$ cat config.mk
export PLATFORM = sky130hd
export DESIGN_NAME = cmc_top
export DESIGN_NICKNAME = d
export VERILOG_FILES = /design/src/shared/cmc_pkg.sv /design/src/verilog/cmc_top.sv /design/src/verilog/cmc_wake_det.sv
export SDC_FILE = /design/constraint.sdc
export NUM_CORES = 1
export LEC_CHECK = 0
export BUFFER_PORTS_ARGS = -buffer_cell sky130_fd_sc_hd__buf_2
export CAP_MARGIN = 0
export CORE_ASPECT_RATIO = 0.8
export CORE_UTILIZATION = 45
export CTS_BUF_LIST = sky130_fd_sc_hd__clkbuf_16
export CTS_CLUSTER_DIAMETER = 150
export DETAILED_ROUTE_END_ITERATION = 16
export PLACE_DENSITY = 0.68
export SLEW_MARGIN = 20
export SYNTH_ARGS = -nofsm -noshare
export SYNTH_HDL_FRONTEND = slang
export SYNTH_SLANG_ARGS = --single-unit
export TNS_END_PERCENT = 30
$ cat constraint.sdc
create_clock -name clk -period 2.9 [get_ports clk]
set_input_delay 0.145 -clock clk [delete_from_list [all_inputs] [get_ports clk]]
set_output_delay 0.145 -clock clk [all_outputs]
set_load 0.01 [all_outputs]
$ cat src/shared/cmc_pkg.sv
// Purpose: constants and types for the transceiver mode control block
// Assumes: 25 MHz clk, asynchronous active-low reset
// Notes: Summary of operation
// Summary of operation
// - after power-up the transceiver sits in Off mode until software picks another mode.
// - Off mode can be chosen in any chip mode except Fail-safe, which forces Wake Capable, and stops all bus activity.
// - in Off mode bus wake activity is ignored and never raises a wake event.
// - Normal mode is entered only by a software command while the chip is in Normal mode.
// - after Normal mode is enabled no dominant level is driven before the enabling time ends.
// - a low transmit input during enabling is suppressed until it returns high after the time.
// - in Normal mode a low transmit input gives a dominant bus and a high one recessive.
// - the bus state is shown on the receive output while reception is active.
// - in Wake Capable mode a wake pattern on the bus raises a wake event; later patterns are ignored until the detector is rearmed.
// - a Receive-only mode exists as a separate software-selectable mode.
// - the data path supports data-phase rates up to 2 Mbaud.
// - in Receive-only mode the driver is off while reception keeps working.
// - the mode field codes Wake Capable as 01 and keeps that value after a bus wake.
// - after a bus wake the receive output is held low until software writes a mode or the chip enters Stop, Sleep or Fail-safe.
package cmc_pkg;
    localparam logic [1:0] CMC_MODE_OFF = 2'h0;
    localparam logic [1:0] CMC_MODE_WAKE = 2'h1;
    localparam logic [1:0] CMC_MODE_RXONLY = 2'h2;
    localparam logic [1:0] CMC_MODE_NORMAL = 2'h3;
    localparam logic [1:0] CMC_MODE_RESET = 2'h0;
    localparam logic [2:0] CMC_CHIP_NORMAL = 3'h0;
    localparam logic [2:0] CMC_CHIP_STOP = 3'h1;
    localparam logic [2:0] CMC_CHIP_SLEEP = 3'h2;
    localparam logic [2:0] CMC_CHIP_RESTART = 3'h3;
    localparam logic [2:0] CMC_CHIP_FAILSAFE = 3'h4;
    localparam int CMC_CLK_MHZ = 25;
    localparam int CMC_EN_TIME_NS = 8000;
    localparam int CMC_EN_CYC = (CMC_EN_TIME_NS * CMC_CLK_MHZ + 999) / 1000;
    localparam int CMC_WAKE1_NS = 500;
    localparam int CMC_WAKE2_NS = 1800000;
    localparam int CMC_WAKE1_CYC = (CMC_WAKE1_NS * CMC_CLK_MHZ + 999) / 1000;
    localparam int CMC_WAKE2_CYC = (CMC_WAKE2_NS * CMC_CLK_MHZ) / 1000;
    localparam int CMC_MAX_BAUD = 2000000;
    localparam int CMC_CNT_W = 16;
    typedef struct packed {
        logic valid;
        logic [1:0] mode;
    } cmc_cmd_s;
    typedef enum logic [3:0] {
        CMC_W_IDLE = 4'h1,
        CMC_W_DOM1 = 4'h2,
        CMC_W_REC = 4'h4,
        CMC_W_DOM2 = 4'h8
    } cmc_wst_e;
endpackage : cmc_pkg

$ cat src/verilog/cmc_top.sv
// Purpose: transceiver mode control and digital pin behaviour
// Assumes: mode command from the serial interface arrives on clk as a one-cycle strobe
// Notes: tx_data_in and bus_rx_dom are pins and are synchronised
`timescale 1ns/1ps
`default_nettype none
module cmc_top #(
    parameter int EN_CYC = cmc_pkg::CMC_EN_CYC,
    parameter int WAKE1_CYC = cmc_pkg::CMC_WAKE1_CYC,
    parameter int WAKE2_CYC = cmc_pkg::CMC_WAKE2_CYC
) (
    input wire logic clk,
    input wire logic resetn,
    input wire cmc_pkg::cmc_cmd_s mode_cmd,
    input wire logic [2:0] chip_mode,
    input wire logic tx_data_in,
    input wire logic bus_rx_dom,
    output logic [1:0] mode_out,
    output logic bus_drive_dom,
    output logic drv_enable,
    output logic rx_data_out,
    output logic wake_event
);
    import cmc_pkg::*;
    typedef struct packed {
        logic [1:0] mode;
        logic [1:0] tx_sync;
        logic [1:0] rx_sync;
        logic [CMC_CNT_W-1:0] en_cnt;
        logic en_done;
        logic armed;
        logic woken;
        logic drive;
        logic drv_en;
        logic rxo;
        logic wake;
        logic [2:0] chip_prev;
    } cmc_st_s;
    cmc_st_s st_ff;
    cmc_st_s nxt_st;
    logic wake_hit;
    localparam logic [CMC_CNT_W-1:0] EN_LAST = CMC_CNT_W'(EN_CYC - 1);

    function automatic logic mode_allowed(input logic [1:0] m, input logic [2:0] cm);
        unique case (m)
            CMC_MODE_OFF: mode_allowed = 1'b1;
            CMC_MODE_NORMAL: mode_allowed = (cm == CMC_CHIP_NORMAL);
            CMC_MODE_RXONLY: mode_allowed = (cm == CMC_CHIP_NORMAL) || (cm == CMC_CHIP_STOP);
            default: mode_allowed = 1'b1;
        endcase
    endfunction : mode_allowed

    // detector sees only the synchronised bus; disabled outside wake capable mode
    cmc_wake_det #(
        .WAKE1_CYC(WAKE1_CYC),
        .WAKE2_CYC(WAKE2_CYC)
    ) u_wake (
        .clk(clk),
        .resetn(resetn),
        .enable(st_ff.mode == CMC_MODE_WAKE && st_ff.armed && !st_ff.woken),
        .bus_dom(st_ff.rx_sync[1]),
        .wake_ff(wake_hit)
    );

    always_comb begin
        nxt_st = st_ff;
        nxt_st.tx_sync = {st_ff.tx_sync[0], tx_data_in};
        nxt_st.rx_sync = {st_ff.rx_sync[0], bus_rx_dom};
        nxt_st.chip_prev = chip_mode;
        nxt_st.wake = 1'b0;
        if (mode_cmd.valid && mode_allowed(mode_cmd.mode, chip_mode)) begin
            nxt_st.mode = mode_cmd.mode;
            nxt_st.woken = 1'b0;
            nxt_st.armed = 1'b1;
            if (mode_cmd.mode == CMC_MODE_NORMAL) begin
                nxt_st.en_cnt = '0;
                nxt_st.en_done = 1'b0;
            end
        end else if (st_ff.mode == CMC_MODE_NORMAL && chip_mode != CMC_CHIP_NORMAL) begin
            nxt_st.mode = CMC_MODE_OFF;
        end
        // automatic rearm when the chip drops into a low-power or fail-safe mode
        if (chip_mode != st_ff.chip_prev && (chip_mode == CMC_CHIP_STOP ||
            chip_mode == CMC_CHIP_SLEEP || chip_mode == CMC_CHIP_FAILSAFE)) begin
            nxt_st.woken = 1'b0;
        end
        // fail-safe forces wake capable and must also re-open the detector gate
        if (chip_mode == CMC_CHIP_FAILSAFE) begin
            nxt_st.mode = CMC_MODE_WAKE;
            nxt_st.armed = 1'b1;
        end
        if (wake_hit && st_ff.mode == CMC_MODE_WAKE) begin
            nxt_st.woken = 1'b1;
            nxt_st.wake = 1'b1;
        end
        if (st_ff.mode == CMC_MODE_NORMAL && !st_ff.en_done) begin
            if (st_ff.en_cnt == EN_LAST) begin
                nxt_st.en_done = 1'b1;
            end else begin
                nxt_st.en_cnt = st_ff.en_cnt + 1'b1;
            end
        end
        // a low input held across the end of enabling stays blocked until it goes high
        if (st_ff.mode == CMC_MODE_NORMAL && st_ff.en_done && st_ff.tx_sync[1]) begin
            nxt_st.armed = 1'b1;
        end else if (st_ff.mode == CMC_MODE_NORMAL && !st_ff.en_done) begin
            nxt_st.armed = 1'b0;
        end
        nxt_st.drv_en = (nxt_st.mode == CMC_MODE_NORMAL);
        nxt_st.drive = (st_ff.mode == CMC_MODE_NORMAL) && (nxt_st.mode == CMC_MODE_NORMAL) &&
            st_ff.en_done && st_ff.armed && !st_ff.tx_sync[1];
        unique case (st_ff.mode)
            CMC_MODE_NORMAL, CMC_MODE_RXONLY: nxt_st.rxo = !st_ff.rx_sync[1];
            CMC_MODE_WAKE: nxt_st.rxo = !(st_ff.woken || wake_hit);
            default: nxt_st.rxo = 1'b1;
        endcase
    end

    always_ff @(posedge clk or negedge resetn) begin
        if (!resetn) begin
            st_ff <= '{mode: CMC_MODE_RESET, tx_sync: 2'h3, rx_sync: 2'h0,
                       en_cnt: '0, en_done: 1'b0, armed: 1'b0, woken: 1'b0, drive: 1'b0,
                       drv_en: 1'b0, rxo: 1'b1, wake: 1'b0, chip_prev: CMC_CHIP_NORMAL};
        end else begin
            st_ff <= nxt_st;
        end
    end

    assign mode_out = st_ff.mode;
    assign bus_drive_dom = st_ff.drive;
    assign drv_enable = st_ff.drv_en;
    assign rx_data_out = st_ff.rxo;
    assign wake_event = st_ff.wake;

    a_no_early_dom: assert property (@(posedge clk) disable iff (!resetn)
        $rose(st_ff.mode == CMC_MODE_NORMAL) |-> !bus_drive_dom [*8])
        else $error("dominant driven inside enabling time");
    a_off_no_drive: assert property (@(posedge clk) disable iff (!resetn)
        (st_ff.mode != CMC_MODE_NORMAL) |=> !bus_drive_dom)
        else $error("driver active outside normal mode");
    a_off_no_wake: assert property (@(posedge clk) disable iff (!resetn)
        (st_ff.mode == CMC_MODE_OFF) |=> !wake_event)
        else $error("wake raised in off mode");
    a_normal_gate: assert property (@(posedge clk) disable iff (!resetn)
        ($past(st_ff.mode) != CMC_MODE_NORMAL && st_ff.mode == CMC_MODE_NORMAL)
        |-> $past(mode_cmd.valid && chip_mode == CMC_CHIP_NORMAL))
        else $error("normal mode entered without command");
    a_rxonly_drv: assert property (@(posedge clk) disable iff (!resetn)
        (st_ff.mode == CMC_MODE_RXONLY) |=> !drv_enable)
        else $error("driver enabled in receive only");
    a_woken_rx_low: assert property (@(posedge clk) disable iff (!resetn)
        (st_ff.woken && st_ff.mode == CMC_MODE_WAKE) |=> !rx_data_out)
        else $error("receive output not low after wake");
    a_wake_code: assert property (@(posedge clk) disable iff (!resetn)
        wake_event |-> mode_out == 2'h1)
        else $error("wake with wrong mode code");
    a_rx_follow: assert property (@(posedge clk) disable iff (!resetn)
        (st_ff.mode == CMC_MODE_RXONLY && $past(st_ff.mode) == CMC_MODE_RXONLY)
        |=> rx_data_out == !$past(st_ff.rx_sync[1]))
        else $error("receive output does not follow bus");
    a_tx_pass: assert property (@(posedge clk) disable iff (!resetn)
        (st_ff.mode == CMC_MODE_NORMAL && st_ff.en_done && st_ff.armed &&
         st_ff.tx_sync[1] && !(mode_cmd.valid)) |=> !bus_drive_dom)
        else $error("recessive input drove dominant");
endmodule : cmc_top
`default_nettype wire

$ cat src/verilog/cmc_wake_det.sv
// Purpose: bus wake pattern detector: dominant, recessive, dominant phases
// Assumes: bus_dom already synchronised to clk
// Notes: dominant phases in window [wake1, wake2], recessive phase longer than wake1; only runs while enabled
`timescale 1ns/1ps
`default_nettype none
module cmc_wake_det #(
    parameter int WAKE1_CYC = cmc_pkg::CMC_WAKE1_CYC,
    parameter int WAKE2_CYC = cmc_pkg::CMC_WAKE2_CYC
) (
    input wire logic clk,
    input wire logic resetn,
    input wire logic enable,
    input wire logic bus_dom,
    output logic wake_ff
);
    import cmc_pkg::*;
    typedef struct packed {
        cmc_wst_e st;
        logic [21:0] cnt;
        logic wake;
    } cmc_wd_s;
    cmc_wd_s st_ff;
    cmc_wd_s nxt_st;
    localparam logic [21:0] W1 = 22'(WAKE1_CYC);
    localparam logic [21:0] W2 = 22'(WAKE2_CYC);
    always_comb begin
        nxt_st = st_ff;
        nxt_st.wake = 1'b0;
        if (st_ff.cnt != 22'h3FFFFF) begin
            nxt_st.cnt = st_ff.cnt + 22'h1;
        end
        if (!enable) begin
            nxt_st.st = CMC_W_IDLE;
            nxt_st.cnt = 22'h0;
        end else begin
            unique case (st_ff.st)
                CMC_W_IDLE: begin
                    if (bus_dom) begin
                        nxt_st.st = CMC_W_DOM1;
                        nxt_st.cnt = 22'h0;
                    end
                end
                CMC_W_DOM1, CMC_W_DOM2: begin
                    if (st_ff.cnt >= W2) begin
                        nxt_st.st = CMC_W_IDLE;
                    end else if (!bus_dom) begin
                        nxt_st.cnt = 22'h0;
                        if (st_ff.cnt + 22'h1 < W1) begin
                            nxt_st.st = CMC_W_IDLE;
                        end else if (st_ff.st == CMC_W_DOM2) begin
                            nxt_st.st = CMC_W_IDLE;
                            nxt_st.wake = 1'b1;
                        end else begin
                            nxt_st.st = CMC_W_REC;
                        end
                    end
                end
                CMC_W_REC: begin
                    if (st_ff.cnt >= W2) begin
                        nxt_st.st = CMC_W_IDLE;
                    end else if (bus_dom) begin
                        nxt_st.cnt = 22'h0;
                        nxt_st.st = (st_ff.cnt + 22'h1 > W1) ? CMC_W_DOM2 : CMC_W_DOM1;
                    end
                end
                default: nxt_st.st = CMC_W_IDLE;
            endcase
        end
    end
    always_ff @(posedge clk or negedge resetn) begin
        if (!resetn) begin
            st_ff <= '{st: CMC_W_IDLE, cnt: 22'h0, wake: 1'b0};
        end else begin
            st_ff <= nxt_st;
        end
    end
    assign wake_ff = st_ff.wake;
endmodule : cmc_wake_det
`default_nettype wire
-- Yosys cells after proc, flatten, opt, wreduce, memory -nomap -nowiden
Cells that the tools add are included.
- equality and inequality tests: 19
- magnitude comparators: 3
- add/subtract/negate cells: 2
- multiplexer cells: 34
- reductions and logical operators: 29
- operators with widths (cell ; number):
    $mux 26 ; 3
    $pmux 22 s3 ; 1
    $mux 22 ; 2
    $mux 17 ; 2
    $mux 27 ; 1
    $mux 23 ; 1
    $add 22x1->22 const B ; 1
    $ge 22x16->1 const B ; 1
    $gt 22x4->1 const B ; 1
    $lt 22x4->1 const B ; 1
    $ne 22x22->1 const B ; 1
    $mux 19 ; 1
    $add 16x1->16 const B ; 1
    $eq 16x8->1 const B ; 1
    $mux 16 ; 1
    $logic_and 1x1->1 ; 13
    $mux 4 ; 3
    $pmux 4 s3 ; 1
    $mux 1 ; 11
    $eq 2x2->1 const B ; 5
    $ne 4x4->1 const B ; 2
    $mux 2 ; 3
    $mux 3 ; 2
    $reduce_bool 3->1 ; 2
    17 further kinds ; 26
- flip-flop bits (word level): 59
- input port bits: 10
- output and inout bits: 6
- word-level logic and storage cells: 102

-- Longest topological paths before layout
- depth after elaboration: 11
- depth in mapped cells: 9
- mapped depth without buffers: 8

-- Modules after synthesis
Synthesis repeated with hierarchy kept, for this count alone.
- cells, all modules: 373
- area total of the unflattened synthesis: 3545.9 µm²
- modules (own cells, without submodules) (module ; sequential area each (µm²) ; times used ; area each (µm²) ; cells an instance):
    cmc_wake_det ; 676.9 ; 1 ; 1899.3 ; 212
    cmc_top ; 804.5 ; 1 ; 1646.6 ; 161

-- Worst setup path after synthesis
OpenSTA, ideal clock, no wires.
- kind: register -> register
- start: register u_wake.st_ff[1] (netlist bit)
- end: register u_wake.st_ff[25] (netlist bit)
- data required time: 2.773 ns
- arrival time: 2.266 ns
- library setup time: 0.127 ns
- slack: 0.507 ns
- buffers on the path: 0
- clock period less this slack: 2.393 ns
- cell stages (with the launch flop): 9
- cells stage by stage: dfrtp_1 -> ha_1 -> nand3_1 -> or4_4 -> a2111oi_4 -> nor3_1 -> a311o_1 -> nor3b_2 -> o21ai_1
- longest elaborated chain between the ends: 7
- elaborated cells on any way between the ends: 12
- classes of those cells: add/sub: 1; order compare: 2; eq/ne: 2; mux: 6; reduce/logical: 1
- RTL lines (what ; RTL line ; RTL):
    start: declaration ; cmc_wake_det.sv:22 ; cmc_wd_s st_ff;
    start signal: assignment ; cmc_wake_det.sv:72 ; st_ff <= '{st: CMC_W_IDLE, cnt: 22'h0, wake: 1'b0};
    start signal: assignment ; cmc_wake_det.sv:74 ; st_ff <= nxt_st;
    $add 22x1->22 ; cmc_wake_det.sv:48 ; if (st_ff.cnt + 22'h1 < W1) begin
    $lt 22x4->1 ; cmc_wake_det.sv:48 ;
    $mux 3 ; cmc_wake_det.sv:48 ;
    $mux 27 ; cmc_wake_det.sv:46 ; end else if (!bus_dom) begin
    $mux 4 ; cmc_wake_det.sv:44 ; if (st_ff.cnt >= W2) begin
    $pmux 4 s3 ; cmc_wake_det.sv:36 ; unique case (st_ff.st)
    $mux 26 ; cmc_wake_det.sv:32 ; if (!enable) begin
Several ways; a longest one is shown, not always the timed one. The select of a mux whose other input is x is not followed.
A chain may end at the register's enable or synchronous reset.

-- Worst setup path after layout
Ends and elaborated chain as after synthesis.

==> metrics.yaml <==
hpwlAfterDp_mm: 5.10
top_level_ports: 16
drv_cap: 0
wirelength_mm: 7.51
cp.required_ps: 3100
port_buffers: 15
antenna_found_initial: 0
crit_arrival_ps: 2820
dr_total_vias: 2849
avgSynthCellArea_um2: 8.94
grt_pass1_wl_mm: 13.0
syn-num-nets: 394
yosysWarnings: 0
die_w_um: 99.2
setup-tns-final_ps: 0
dp_cells: 464
hold_start: "chip_mode[0]"
cts_max_path_buffers: 2
worstMarginPinSlew_ps: 629
wl_per_cell_um: 15.5
p_seq_share_pct: 43.7
drive_gt1_share_pct: 11.3
worstRegToRegCells: 8
clockPowerShare_pct: 46.9
pwr-share-comb_pct: 9.4
fp.dieH_um: 79.7
final_nets: 407
final_common_cell: "dfrtp_1"
synth_cell_types: 55
hold_viol_final: 0
rsz0062_at_grt: "no"
post_cts_buffers: 0
netlist_area_um2: 3400
rows: 27
viasPerCell: 5.87
drcViolationCount: 0
p_switching_uw: 545
outcome: "complete, no violations"
critPathCaptureType: "flop"
leakage_uw: 0.00156
antennaDiodeCount: 0
synth-seq-cells: 59
internal_power_uw: 1610
timing.rr.end: "u_wake.st_ff[25]$_DFFE_PN0P_"
synthCells: 380
power_density_nw_per_um2: 560
r2r_start: "u_wake.st_ff[1]$_DFF_PN0_"
mostFrequentLayoutCells: "dfrtp_1 (55), nand2_1 (36), a21oi_1 (29)"
ctsHtreeMaxLevel: 3
cp_max_fo: 7
grt_max_degree: 24
maxSlewViolCount: 0
first_iter_violations: 212
final_cell_count_no_fill: 485
synth_flop_cell: "dfrtp_1"
insertion_delay_ps: 320
grt-ovfl-total: 0
gr-usage-all-layers_pct: 21.2
path_clk_slew_ps: 50
final_antenna_net_count: 0
slew_headroom_pct: 57.7
period_share_pct: 90.1
stdcell_area_um2: 3860
whs_path_depth: 1
synth_edf_count: 0
core_area_um2: 7090
critPathKind: "reg2reg"
cts.repair.resized: 0
rrSetupSlack_ps: 290
hold_class: "in2reg"
max-vdd-ir-drop_uv: 369
crit_path_start_kind: "flop"
cts-buffers-inserted: 9
clkSinkCount: 59
root_buffer: "clkbuf_16"
start_util_pct: 47.9
async_reset_ff_share_pct: 100
firstDrtPassIters: 4
power_uw: 2160
fin_crit_ps: 2610
area_delta_synth_final_pct: 13.5
fmax_mhz: 383
cts_tree: "done"
finalSetupViolCount: 0
first_global_vias: 2722
worstHoldEndpoint: "st_ff[0]$_DFF_PN0_"
die_area_um2: 7910
synth-seq-area-share_pct: 43.6
place_area_um2: 3520
place_congestion: 0.893
swShare_pct: 25.2
skew_ps: 5.76
[critical path, cell delays in order (launching register included)]
cell,delay [ps]
dfrtp_1,450
ha_1,290
nand3_1,200
or4_4,480
a2111oi_4,330
nor3_1,90
a311o_1,320
nor3b_2,240
o21ai_1,100
[cell type report]
| type | count | area [um2] |
|---|---|---|
| fill | 644 | 3240 |
| clock inverter | 7 | 60.1 |
| sequential | 59 | 1480 |
| clock buffer | 9 | 225 |
| timing repair buffer | 25 | 163 |
| inverter | 7 | 26.3 |
| multi-input combinational | 291 | 1790 |
| tap | 87 | 109 |
[per-layer routing]
layer | global-route usage, % | vias to the layer above | wire length, um
met2 | 30.3 | 55 | 3390
met1 | 30.6 | 1365 | 3780
met3 | 4.99 | 4 | 287
met5 | 0 | - | 0
li1 | - | 1425 | -
met4 | 8.82 | 0 | 49
[synthesized netlist by cell type, types with 6 or more instances]
library cell  number  area share (%)
clkbuf_1          18             2.0
a31oi_1            9             1.7
a21oi_1           29             4.3
o21ai_1           14             2.1
nor4_1             9             1.7
inv_1              7            0.77
and3_1             8             1.5
dfrtp_1           55              41
nor3_1            18             2.7
and2_1             6             1.1
nand2_1           36             4.0
xnor2_1           12             3.1
nor2_1            26             2.9
xor2_1             7             1.8
o21ai_0           12             1.8
nand3_1           26             3.8
[cells by family (layout without fill, tap and decap cells)]
| kind of cell | Yosys count | after routing | synth area share [%] |
|---|---|---|---|
| and+or+nand+nor | 173 | 173 | 28.5 |
| AOI/OAI and AO/OA | 92 | 92 | 17.0 |
| DFF | 59 | 59 | 43.6 |
| buffers and inverters | 30 | 48 | 3.64 |
| xor gates and xnor gates | 19 | 19 | 4.90 |
| adders and majority gates | 4 | 4 | 1.47 |
| muxes | 3 | 3 | 0.884 |
[repair_timing]
action                                  CTS  global route
endpoints found under the setup margin    0             0
endpoints found under the hold margin    24             0
hold buffers                              5             0
[per-stage QoR]
step / util [%] / hold slack [ps] / worst slack [ps]
5_1_grt: 54.4 / 4.64 / 89.6
3_3_place_gp: 49.6 / 131 / 367
4_1_cts: 54.4 / 0.658 / 298
6_report: 54.4 / 15.8 / 286
3_5_place_dp: 49.6 / 144 / 308
2_1_floorplan: - / -151 / 507
[worst max-delay path by stage]
stage,startpoint,slack (ps),cells past startpoint,to
floorplan,u_wake.st_ff[1]$_DFF_PN0_,510,8,u_wake.st_ff[25]$_DFFE_PN0P_
CTS,u_wake.st_ff[1]$_DFF_PN0_,300,8,u_wake.st_ff[25]$_DFFE_PN0P_
detailed placement,u_wake.st_ff[1]$_DFF_PN0_,310,8,u_wake.st_ff[25]$_DFFE_PN0P_
finish,u_wake.st_ff[1]$_DFF_PN0_,290,8,u_wake.st_ff[25]$_DFFE_PN0P_
global placement,u_wake.st_ff[1]$_DFF_PN0_,370,8,u_wake.st_ff[24]$_DFFE_PN0P_
global route,u_wake.st_ff[1]$_DFF_PN0_,90,8,u_wake.st_ff[23]$_DFFE_PN1P_
[flip-flops by register name, summed over array words and instances (netlist names)]
signal          flops
bus_drive_dom       1
rx_data_out         1
wake_event          1
nxt_st              2
mode_out            2
u_wake.st_ff       26
drv_enable          1
u_wake.wake_ff      1
st_ff              24
[power groups by stage]
stage,registers (uW),clock network (uW),logic [uW]
CTS,941,1040,206
global placement,953,0,196
floorplan,935,0,146
detailed placement,955,0,199
global route,953,1080,236
finish,943,1010,204
Power figures use the tool's default switching activity.
